<file path="src/pkg/rx_video_defs.svh">
// Register map, field positions, codes and timing constants of the receive video path
`ifndef RX_VIDEO_DEFS_SVH
`define RX_VIDEO_DEFS_SVH
// ----------------------------------------
// Register word indices
// ----------------------------------------
`define A_CTRL 4'h0
`define A_VCFG 4'h1
`define A_KEY 4'h2
`define A_STAT 4'h3
`define A_LINE 4'h4
// ----------------------------------------
// Field positions
// ----------------------------------------
`define B_PORT 0
`define B_DDC 1
`define B_DEC 2
`define F_CTRL 2:0
`define B_UP 0
`define B_DN 1
`define B_RNG 2
`define B_EMB 3
`define B_MUX 4
`define B_DDR 5
`define B_DIV 6
`define F_WID 8:7
`define F_DEEP 10:9
`define F_VCFG 10:0
`define F_KEY 23:0
// ----------------------------------------
// Encodings and reset values
// ----------------------------------------
`define W_24 2'h0
`define W_30 2'h1
`define W_36 2'h2
`define D_30 2'h1
`define D_36 2'h2
`define PEN_RST 2'h1
`define LFSR_RST 24'h000001
`define PRE_VID 4'h1
`define PRE_ISL 4'h5
`define PKT_AUD 8'h02
`define HDR_LEN 4'h8
`define TOK_00 10'h354
`define TOK_01 10'h0ab
`define TOK_10 10'h154
`define TOK_11 10'h2ab
`define TERC4_TAB {10'h2c3, 10'h163, 10'h271, 10'h28e, 10'h2c6, 10'h19c, 10'h139, 10'h2cc, \
  10'h13c, 10'h18e, 10'h11e, 10'h171, 10'h2e2, 10'h2e4, 10'h263, 10'h29c}
`define RNG_MUL 8'hdb
`define RNG_OFS 14'h0400
`define CLMP_LO 14'h0040
`define CLMP_HI 14'h3f80
`define VGA_W 12'h280
`define SAV_FF 12'hff0
// ----------------------------------------
// Timing
// ----------------------------------------
`define CLK_PER_NS 10
`define CLK_STOP_NS 1000
`define CLK_STOP_CYC (`CLK_STOP_NS / `CLK_PER_NS)
`define VID_STOP_NS 50000000
`endif

</file>
<file path="src/pkg/rx_video_pkg.sv">
// Types shared by the receive video path
`default_nettype none
package rx_video_pkg;
  typedef enum logic [1:0] {
    LM_CTRL = 2'b00,
    LM_VID = 2'b01,
    LM_ISL = 2'b10
  } lmode_t;

  typedef struct packed {
    logic [35:0] d;
    logic clk;
    logic hs;
    logic vs;
    logic de;
  } vout_t;

  typedef struct packed {
    logic [11:0] d;
    logic vld;
  } pkt_t;

  typedef struct packed {
    logic [2:0] ctrl;
    logic [10:0] vcfg;
    logic [23:0] lfsr;
    logic [31:0] rdata;
    logic [1:0] pw1;
    logic [1:0] pw2;
    lmode_t mode;
    logic [3:0] pre;
    logic [7:0] hdr;
    logic [3:0] hcnt;
    logic [7:0] idle;
    logic [22:0] vcnt;
    logic clk_run;
    logic vid_run;
    logic blank;
    logic [2:0] acc;
    logic [1:0] ph;
    logic divt;
    logic [13:0] cbh;
    logic [13:0] crh;
    logic ctog;
    logic de_q;
    logic pde;
    logic code;
    logic [7:0] xy;
    logic hs;
    logic vs;
    logic [11:0] pcnt;
    logic [11:0] line_len;
    logic ce_fmt;
    logic [35:0] w0;
    logic [35:0] w1;
    vout_t vo;
    pkt_t aud;
    pkt_t aux;
    logic [1:0] pen;
    logic [1:0] ddc;
  } st_t;
endpackage : rx_video_pkg
`default_nettype wire

</file>
<file path="src/rtl/rx_video_path.sv">
// Receive video path: port select, link decode, XOR decrypt, routing, output formatter
// Functional notes
// - Only the selected input port has its circuitry enabled
// - Ten-bit symbols decode to eight bits in video, four in islands
// - Stopped link clock and stopped video are flagged for software
// - Per-port source supply presence is readable in a status register
// - Exactly one display data channel is connected, chosen by software
// - A fresh cipher value XOR-masks audio and video on every valid symbol
// - Software sequence programs and starts decryption; receiver acts on it
// - Stored key material can never be read back
// - Decrypted words go to video, audio or auxiliary logic only
// - Each video stage has its own bypass bit
// - Embedded sync puts start and end codes into the data stream
// - With embedded sync, components clamp to 1 through 254
// - Half-width 4:4:4 modes carry data on both clock edges
// - A divided output clock is available for interlaced SD
// - Output supports 36/30/24/half-width 4:4:4 and 4:2:2 widths and syncs
// - Range scaling is chosen from the detected video format
// - 10 and 12-bit data scale by the same method as 8-bit
// - Chroma up-sampling 4:2:2 to 4:4:4 and down-sampling back
// - Internal processing keeps 14 bits
// - Link data accepted at any symbol rate up to the link maximum
// - Deep colour: link runs 5:4 or 3:2 faster, receiver divides back
// - After reset: RGB 4:4:4, 24-bit, full range, no processing
//
// Our own choices: the address map and the address-and-strobe port.
`include "rx_video_defs.svh"
`default_nettype none
module rx_video_path #(
  parameter int unsigned VID_STOP_CYC = `VID_STOP_NS / `CLK_PER_NS
) (
  // Clock and reset
  input wire logic CLK,
  input wire logic SYS_RST,
  // Register port
  input wire logic [3:0] ADDR,
  input wire logic [31:0] WDATA,
  input wire logic WR,
  input wire logic RD,
  output logic [31:0] RDATA,
  // Link symbols from the deserialisers and per-port supply sense
  input wire logic [29:0] SYM_P0,
  input wire logic [29:0] SYM_P1,
  input wire logic [1:0] SYM_VLD,
  input wire logic [1:0] PWR5V,
  // Port and data channel enables
  output logic [1:0] PORT_EN,
  output logic [1:0] DDC_EN,
  // Video, audio and auxiliary outputs
  output rx_video_pkg::vout_t VID_OUT,
  output rx_video_pkg::pkt_t AUD_OUT,
  output rx_video_pkg::pkt_t AUX_OUT
);
  // ----------------------------------------
  // Decode, scaling, clamping, width and cipher helpers
  // ----------------------------------------
  localparam logic [159:0] TERC4 = `TERC4_TAB;

  function automatic logic [7:0] dec8(input logic [9:0] s);
    logic [7:0] d;
    logic [7:0] o;
    d = s[9] ? ~s[7:0] : s[7:0];
    o[0] = d[0];
    for (int i = 1; i < 8; i++) begin
      o[i] = s[8] ? d[i] ^ d[i-1] : ~(d[i] ^ d[i-1]);
    end
    return o;
  endfunction : dec8

  function automatic logic [4:0] dec4(input logic [9:0] s);
    logic [4:0] r;
    r = '0;
    for (int i = 0; i < 16; i++) begin
      if (s == TERC4[i*10 +: 10]) r = {1'b1, 4'(i)};
    end
    return r;
  endfunction : dec4

  function automatic logic [2:0] ctl(input logic [9:0] s);
    logic [2:0] r;
    r = '0;
    if (s == `TOK_00) r = 3'h4;
    else if (s == `TOK_01) r = 3'h5;
    else if (s == `TOK_10) r = 3'h6;
    else if (s == `TOK_11) r = 3'h7;
    return r;
  endfunction : ctl

  function automatic logic [13:0] scale(input logic [13:0] x);
    logic [21:0] p;
    p = x * `RNG_MUL;
    return `RNG_OFS + p[21:8];
  endfunction : scale

  function automatic logic [13:0] clamp(input logic [13:0] x);
    logic [13:0] r;
    r = x;
    if (x < `CLMP_LO) r = `CLMP_LO;
    else if (x > `CLMP_HI) r = `CLMP_HI;
    return r;
  endfunction : clamp

  function automatic logic [11:0] trunc(input logic [13:0] x, input logic [1:0] w);
    logic [11:0] r;
    r = x[13:2];
    if (w == `W_30) r[1:0] = '0;
    else if (w == `W_24) r[3:0] = '0;
    return r;
  endfunction : trunc

  function automatic logic [23:0] step(input logic [23:0] l);
    return {l[22:0], l[23] ^ l[22] ^ l[21] ^ l[16]};
  endfunction : step

  // ----------------------------------------
  // State and symbol decode
  // ----------------------------------------
  rx_video_pkg::st_t st;
  rx_video_pkg::st_t n;
  logic vld;
  logic [29:0] sym;
  logic [23:0] m;
  logic [2:0] t0, t1, t2;
  logic [4:0] q0, q1, q2;
  logic [7:0] p0, p1, p2;
  logic [13:0] c0, c1, c2, ci;
  logic [11:0] r, y, b, w;
  logic [3:0] a;
  logic pix, de;

  // Only the selected port's symbols reach the core
  assign vld = st.ctrl[`B_PORT] ? SYM_VLD[1] : SYM_VLD[0];
  assign sym = st.ctrl[`B_PORT] ? SYM_P1 : SYM_P0;
  assign m = st.ctrl[`B_DEC] ? st.lfsr : '0;
  assign t0 = ctl(sym[9:0]);
  assign t1 = ctl(sym[19:10]);
  assign t2 = ctl(sym[29:20]);
  assign q0 = dec4(sym[9:0]);
  assign q1 = dec4(sym[19:10]);
  assign q2 = dec4(sym[29:20]);
  assign p0 = dec8(sym[9:0]) ^ m[7:0];
  assign p1 = dec8(sym[19:10]) ^ m[15:8];
  assign p2 = dec8(sym[29:20]) ^ m[23:16];

  always_comb begin
    n = st;
    c0 = '0;
    c1 = '0;
    c2 = '0;
    ci = '0;
    r = '0;
    y = '0;
    b = '0;
    w = '0;
    a = '0;
    pix = 1'b0;
    de = 1'b0;
    n.aud.vld = 1'b0;
    n.aux.vld = 1'b0;
    // Supply sense passes two flops before anything reads it
    n.pw1 = PWR5V;
    n.pw2 = st.pw1;
    n.ph = (st.ph == 2'h3) ? st.ph : st.ph + 2'h1;

    // ----------------------------------------
    // Clock and video activity
    // ----------------------------------------
    if (vld) begin
      n.idle = '0;
      n.clk_run = 1'b1;
      n.blank = 1'b0;
    end else if (st.idle != 8'(`CLK_STOP_CYC)) begin
      n.idle = st.idle + 8'h1;
    end else begin
      n.clk_run = 1'b0;
    end
    if (vld && st.mode == rx_video_pkg::LM_VID) begin
      n.vcnt = '0;
      n.vid_run = 1'b1;
    end else if (st.vcnt != 23'(VID_STOP_CYC)) begin
      n.vcnt = st.vcnt + 23'h1;
    end else begin
      n.vid_run = 1'b0;
    end

    // ----------------------------------------
    // Symbol period and routing
    // ----------------------------------------
    if (vld) begin
      if (st.ctrl[`B_DEC]) n.lfsr = step(st.lfsr);
      // Pixel enable recovers the pixel rate from the link rate
      if (st.vcfg[`F_DEEP] == `D_30) begin
        a = {1'b0, st.acc} + 4'h4;
        pix = a >= 4'h5;
        if (pix) a = a - 4'h5;
      end else if (st.vcfg[`F_DEEP] == `D_36) begin
        a = {1'b0, st.acc} + 4'h2;
        pix = a >= 4'h3;
        if (pix) a = a - 4'h3;
      end else begin
        pix = 1'b1;
      end
      n.acc = a[2:0];
      case (st.mode)
        rx_video_pkg::LM_CTRL: begin
          if (t0[2] && t1[2] && t2[2]) begin
            n.pre = {t2[1:0], t1[1:0]};
            n.hs = t0[0];
            n.vs = t0[1];
          end else if (st.pre == `PRE_VID) begin
            n.mode = rx_video_pkg::LM_VID;
          end else if (st.pre == `PRE_ISL) begin
            n.mode = rx_video_pkg::LM_ISL;
            n.hcnt = '0;
          end
        end
        rx_video_pkg::LM_VID, rx_video_pkg::LM_ISL: begin
          if (t0[2]) begin
            n.mode = rx_video_pkg::LM_CTRL;
            n.pre = '0;
            n.hs = t0[0];
            n.vs = t0[1];
          end
        end
        default: n.mode = rx_video_pkg::LM_CTRL;
      endcase
      // Island words: header bits decide audio or auxiliary
      if (st.mode == rx_video_pkg::LM_ISL && !t0[2]) begin
        w = {q2[3:0], q1[3:0], q0[3:0]} ^ m[11:0];
        n.hs = w[0];
        n.vs = w[1];
        if (st.hcnt != `HDR_LEN) begin
          n.hdr = {w[2], st.hdr[7:1]};
          n.hcnt = st.hcnt + 4'h1;
        end
        if (st.hcnt == `HDR_LEN && st.hdr == `PKT_AUD) begin
          n.aud = '{d: w, vld: 1'b1};
        end else begin
          n.aux = '{d: w, vld: 1'b1};
        end
      end
    end

    // ----------------------------------------
    // Pixel processing, 14-bit path
    // ----------------------------------------
    if (pix && st.vcfg[`B_DIV] && st.divt) begin
      n.divt = 1'b0;
    end else if (pix) begin
      n.divt = st.vcfg[`B_DIV];
      n.ph = '0;
      de = st.mode == rx_video_pkg::LM_VID && !t0[2];
      c0 = {p0, 6'h00};
      c1 = {p1, 6'h00};
      c2 = {p2, 6'h00};
      if (!de) begin
        c0 = '0;
        c1 = '0;
        c2 = '0;
      end
      n.ctog = de && (st.vcfg[`B_UP] || st.vcfg[`B_DN]) && !st.ctog;
      if (st.vcfg[`B_UP]) begin
        ci = c0;
        if (!st.ctog) begin
          n.cbh = ci;
          c2 = st.crh;
        end else begin
          n.crh = ci;
          c0 = st.cbh;
          c2 = ci;
        end
      end
      if (st.vcfg[`B_RNG] && st.ce_fmt) begin
        c0 = scale(c0);
        c1 = scale(c1);
        c2 = scale(c2);
      end
      if (st.vcfg[`B_DN] && st.ctog) c0 = c2;
      if (st.vcfg[`B_EMB]) begin
        c0 = clamp(c0);
        c1 = clamp(c1);
        c2 = clamp(c2);
      end
      // Format detection: only the VGA line length counts as IT timing
      if (de) n.pcnt = st.pcnt + 12'h1;
      if (st.de_q && !de) begin
        n.line_len = st.pcnt;
        n.ce_fmt = st.pcnt != `VGA_W;
        n.pcnt = '0;
      end
      // A code replaces the first word of each new DE state
      n.code = st.vcfg[`B_EMB] && (de != st.de_q);
      n.xy = {1'b1, 1'b0, st.vs, !de, st.vs ^ !de, !de, st.vs, st.vs ^ !de};
      n.de_q = de;
      n.pde = de;
      r = trunc(c2, st.vcfg[`F_WID]);
      y = trunc(c1, st.vcfg[`F_WID]);
      b = trunc(c0, st.vcfg[`F_WID]);
      if (st.vcfg[`B_MUX]) begin
        n.w0 = {24'h0, y};
        n.w1 = {24'h0, b};
      end else if (st.vcfg[`B_DDR]) begin
        n.w0 = {18'h0, r[5:0], y[5:0], b[5:0]};
        n.w1 = {18'h0, r[11:6], y[11:6], b[11:6]};
      end else begin
        n.w0 = {r, y, b};
        n.w1 = {r, y, b};
      end
    end

    // ----------------------------------------
    // Output bus
    // ----------------------------------------
    if (st.blank) begin
      n.vo = '0;
    end else begin
      if (st.code) begin
        case (st.ph)
          2'h0: n.vo.d = {3{`SAV_FF}};
          2'h3: n.vo.d = {3{st.xy, 4'h0}};
          default: n.vo.d = '0;
        endcase
      end else begin
        n.vo.d = st.ph[1] ? st.w1 : st.w0;
      end
      if (st.vcfg[`B_DIV]) n.vo.clk = st.divt;
      else if (st.vcfg[`B_MUX]) n.vo.clk = !st.ph[0];
      else n.vo.clk = !st.ph[1];
      n.vo.hs = st.hs && !st.vcfg[`B_EMB];
      n.vo.vs = st.vs && !st.vcfg[`B_EMB];
      n.vo.de = st.pde && !st.code;
    end

    // ----------------------------------------
    // Register port
    // ----------------------------------------
    n.rdata = '0;
    if (RD) begin
      if (ADDR == `A_CTRL) begin
        n.rdata = {29'h0, st.ctrl};
      end else if (ADDR == `A_VCFG) begin
        n.rdata = {21'h0, st.vcfg};
      end else if (ADDR == `A_STAT) begin
        n.rdata = {25'h0, st.mode, st.ce_fmt, st.vid_run, st.clk_run, st.pw2};
      end else if (ADDR == `A_LINE) begin
        n.rdata = {20'h0, st.line_len};
      end else begin
        n.rdata = '0;
      end
    end
    if (WR) begin
      if (ADDR == `A_CTRL) begin
        n.ctrl = WDATA[`F_CTRL];
        if (WDATA[`B_PORT] != st.ctrl[`B_PORT]) begin
          n.blank = 1'b1;
          n.clk_run = 1'b0;
          n.idle = '0;
          n.mode = rx_video_pkg::LM_CTRL;
          n.pre = '0;
        end
      end else if (ADDR == `A_VCFG) begin
        n.vcfg = WDATA[`F_VCFG];
      end else if (ADDR == `A_KEY) begin
        // Zero would lock the generator
        n.lfsr = (WDATA[`F_KEY] == '0) ? `LFSR_RST : WDATA[`F_KEY];
      end
    end
    n.pen = n.ctrl[`B_PORT] ? 2'h2 : 2'h1;
    n.ddc = n.ctrl[`B_DDC] ? 2'h2 : 2'h1;
  end

  always_ff @(posedge CLK or posedge SYS_RST) begin
    if (SYS_RST) begin
      st <= '0;
      st.blank <= 1'b1;
      st.pen <= `PEN_RST;
      st.ddc <= `PEN_RST;
      st.lfsr <= `LFSR_RST;
    end else begin
      st <= n;
    end
  end

  assign RDATA = st.rdata;
  assign PORT_EN = st.pen;
  assign DDC_EN = st.ddc;
  assign VID_OUT = st.vo;
  assign AUD_OUT = st.aud;
  assign AUX_OUT = st.aux;
endmodule : rx_video_path
`default_nettype wire

</file>
<file path="config.mk">
export PLATFORM = sky130hd
export DESIGN_NAME = rx_video_path
export DESIGN_NICKNAME = d
export VERILOG_FILES = /design/src/pkg/rx_video_pkg.sv /design/src/rtl/rx_video_path.sv
export VERILOG_INCLUDE_DIRS = /design/src /design/src/pkg
export SDC_FILE = /design/constraint.sdc
export NUM_CORES = 1
export LEC_CHECK = 0
export CAP_MARGIN = 25
export CORE_MARGIN = 5
export CORE_UTILIZATION = 55
export DETAILED_ROUTE_END_ITERATION = 8
export DONT_BUFFER_PORTS = 1
export MAX_ROUTING_LAYER = met4
export PLACE_DENSITY = 0.74
export SLEW_MARGIN = 15
export SYNTH_ARGS = -nofsm -noshare
export SYNTH_HDL_FRONTEND = slang
export SYNTH_SLANG_ARGS = --single-unit
</file>
<file path="constraint.sdc">
create_clock -name CLK -period 9.6 [get_ports CLK]
set_input_delay 0.48 -clock CLK [delete_from_list [all_inputs] [get_ports CLK]]
set_output_delay 0.48 -clock CLK [all_outputs]
set_load 0.03 [all_outputs]
</file>
==> metrics.txt <==
Tightest Pin Transition=996.3 ps; ys async rst share=100.0%; FP Rows=77; area leader, netlist=dfrtp_1; Area contributors post-synth=dfrtp_1 (30%), ha_1 (11%), fa_1 (7.7%), nand2_1 (3.9%), inv_1 (3.9%); die width=220.8 um; top cell type's share of synthesized area=29.91%; fmax=109.3 MHz; gr usage total=27.71%; Pins Over Slew Limit=0; CTS buffer count=36; most common cell in the synthesized netlist=dfrtp_1; critical path startpoint=st[338]$_DFF_PP0_; CP Capture Type=flip-flop; outcome=finished with violations; # fillers=3877; largest net degree at the start of global routing=171; die area=48740 um2; drt wl/cell=20.76 um; DR vias=19.42k; Final WS setup=446.7 ps; maximum VDD drop=0.1483 mV; r2r startpoint=st[338]$_DFF_PP0_; register area=7416 um2; top post-synthesis cells by count=dfrtp_1 (292), nand2_1 (257), inv_1 (252), nor2_1 (219), ha_1 (216); TritonCTS clock tree=built; ant diodes=0; FF-to-FF End=st[106]$_DFFE_PP0P_; failing checks=hold timing; crit path to=st[106]$_DFFE_PP0P_; Core Area=44120 um2; Slowest-stage cell, CP=dfrtp_4; Critical Path Source Type=flip-flop; TritonCTS Sinks=296; Cell variety after synth=99; crit-path max FO=10; Area growth syn-to-layout=5.044%; R2R Setup Slk=450 ps; Static Leakage=12.79 nW; Post-Synthesis Cells=2677; WP data arrival=9590 ps; Via density=6.066; RSZ-0062 raised after global routing=false; type of the worst setup path=reg -> reg; Clock Path Buffers=3; Yosys reg bits=296; CTS clock-pin slew for the worst setup and hold paths=60 ps; final worst path period share=95.35%; clk_skew=20.96 ps; HP Class=in -> async; R2R cell count=30; # H-tree levels=2; pre-CTS setup slack=496.5 ps; Port Buffers=0; vias in the first global route=19.24k; dpl cell area=24390 um2; routed wire length=66470 um; max-cap viol count=0; WP data required=10030 ps; Top cell by count, worst path=ha_1; clock share of power=31.8%; Setup-failing EPs final=0; post-synthesis sequential area ratio=30.34%; first-pass GRT wire length=104800 um; Die Y=220.8 um; setup TNS=0 ps; area of the multi-input gates=15040 um2; worst skew pair latency=560 ps; total power=0.004359 W; fin nets=3001; Post-synth EDFFs=0; Comb pwr share=27.7%; Worst path max stage delay=540 ps; DRC=0; internal power=0.002738 W; Ys Warns=0; Main synth FF type=dfrtp_1; switching power=0.001621 W; initial detailed-routing violation count=1800; Initial Utilization=55.37%; Avg Cell Area, Syn=9.127 um2; Sw Share=37.19%; routability-driven placement congestion ratio=0.9444; initial antenna violation count=0; DR pass1 iterations=7; layout cells sized above 1=7.816%; Flop pwr share=40.5%; Design Area, Final=25670 um2; Max-slew headroom=33.58%; worst hold slack=-25.64 ps; Netlist Area Pre-Place=24430 um2; gr ovfl total=0; Post-DP HPWL=51340 um; Post-DRT Antenna Nets=0; PD cells=169.8 nW/um2; Clock Tree Root=clkbuf_16; post-layout min period=9153 ps; Final Hold Vio Count=21; I/O Pins=206
[how the worst min path moves through the flow]
stage          cells after the start                    end  slack, ps             start
2_1_floorplan                      0      st[267]$_DFF_PP0_        330  n[267]$_DFF_PP0_
3_3_place_gp                       0      st[268]$_DFF_PP0_        340  n[268]$_DFF_PP0_
3_5_place_dp                       0      st[268]$_DFF_PP0_        340  n[268]$_DFF_PP0_
4_1_cts                            1  VID_OUT[24]$_DFF_PP0_          7           SYS_RST
5_1_grt                            1  VID_OUT[10]$_DFF_PP0_         50           SYS_RST
6_report                           1  VID_OUT[12]$_DFF_PP0_        -30           SYS_RST
[routing by layer]
layer  track usage [%]  up-vias  wire (um)
met2             44.59      794      31530
met1             36.40     9500      28150
met3             3.516      175       4207
met4             9.924        0       2582
li1                  -     8955          -
met5                 -        -          0
[cells by family after synthesis]
family / Yosys count / share of synthesized area [%]
mux: 164 / 7.394
other cells: 1 / 0.01535
buf+inv: 441 / 8.444
fa+ha+maj: 311 / 18.80
flops: 296 / 30.34
simple gates: 801 / 15.55
compound gates: 517 / 13.83
xor+xnor: 146 / 5.633
[final cells by class]
| class | count | share of cell area [%] |
|---|---|---|
| inverters | 257 | 3.802 |
| multi-input cells | 1959 | 58.61 |
| flip-flops and latches | 296 | 28.89 |
| repair buffers | 37 | 1.224 |
| clock buffers | 50 | 3.949 |
| well taps | 592 | 2.886 |
| clock inverters | 11 | 0.6337 |
[sequential cells by signal, summed over array words and instances (netlist names)]
| name | flops |
|---|---|
| n | 2 |
| PORT_EN | 1 |
| st | 214 |
| AUX_OUT | 13 |
| DDC_EN | 1 |
| VID_OUT | 40 |
| RDATA | 12 |
| AUD_OUT | 13 |
[cells in the final DEF (no fill, tap or decap), types with 21 or more instances in the layout]
cell	netlist	final
a21o_1	22	21
a21oi_1	120	119
and2_1	44	44
and3_1	31	31
buf_4	103	29
clkbuf_16	0	36
dfrtp_1	292	291
fa_1	94	94
ha_1	216	216
inv_1	252	251
mux2_2	64	64
mux2i_1	89	88
nand2_1	257	257
nand2b_1	21	21
nand3_1	63	63
nand4_1	49	49
nor2_1	219	219
nor3_1	34	34
o21ai_0	153	153
xnor2_1	69	69
xor2_1	70	70
[stage by stage]
step	cells	utilization (%)
2_1_floorplan	2696	-
3_3_place_gp	3133	55.28
3_5_place_dp	3133	55.28
4_1_cts	3197	58.02
5_1_grt	3202	58.17
6_report	3202	58.17
[power by group through the flow]
stage          clock, W  sequential (W)  combinational (W)
5_1_grt         0.00145         0.00179            0.00132
3_5_place_dp          0         0.00178            0.00118
4_1_cts         0.00140         0.00176            0.00119
2_1_floorplan         0         0.00159            0.00107
3_3_place_gp          0         0.00177            0.00115
6_report        0.00138         0.00177            0.00121
[worst max-delay path, delay by kind of cell (launching register included)]
kind / cells / cell delay (ps)
AND/OR/NAND/NOR: 8 / 1810
adder cells (fa/ha/maj): 7 / 3000
buffers and inverters: 3 / 200
multiplexers: 3 / 920
flip-flops: 1 / 540
AO/OA/AOI/OAI: 8 / 2260
XOR/XNOR: 1 / 270
[what timing repair did]
item                       in CTS  in global routing
setup endpoints to repair       0                  5
hold buffers                    3                  0
hold endpoints to repair        3                  0
setup buffers                   0                  2
resized for setup               0                  4
No activity file was read; power rests on OpenSTA's default activity.
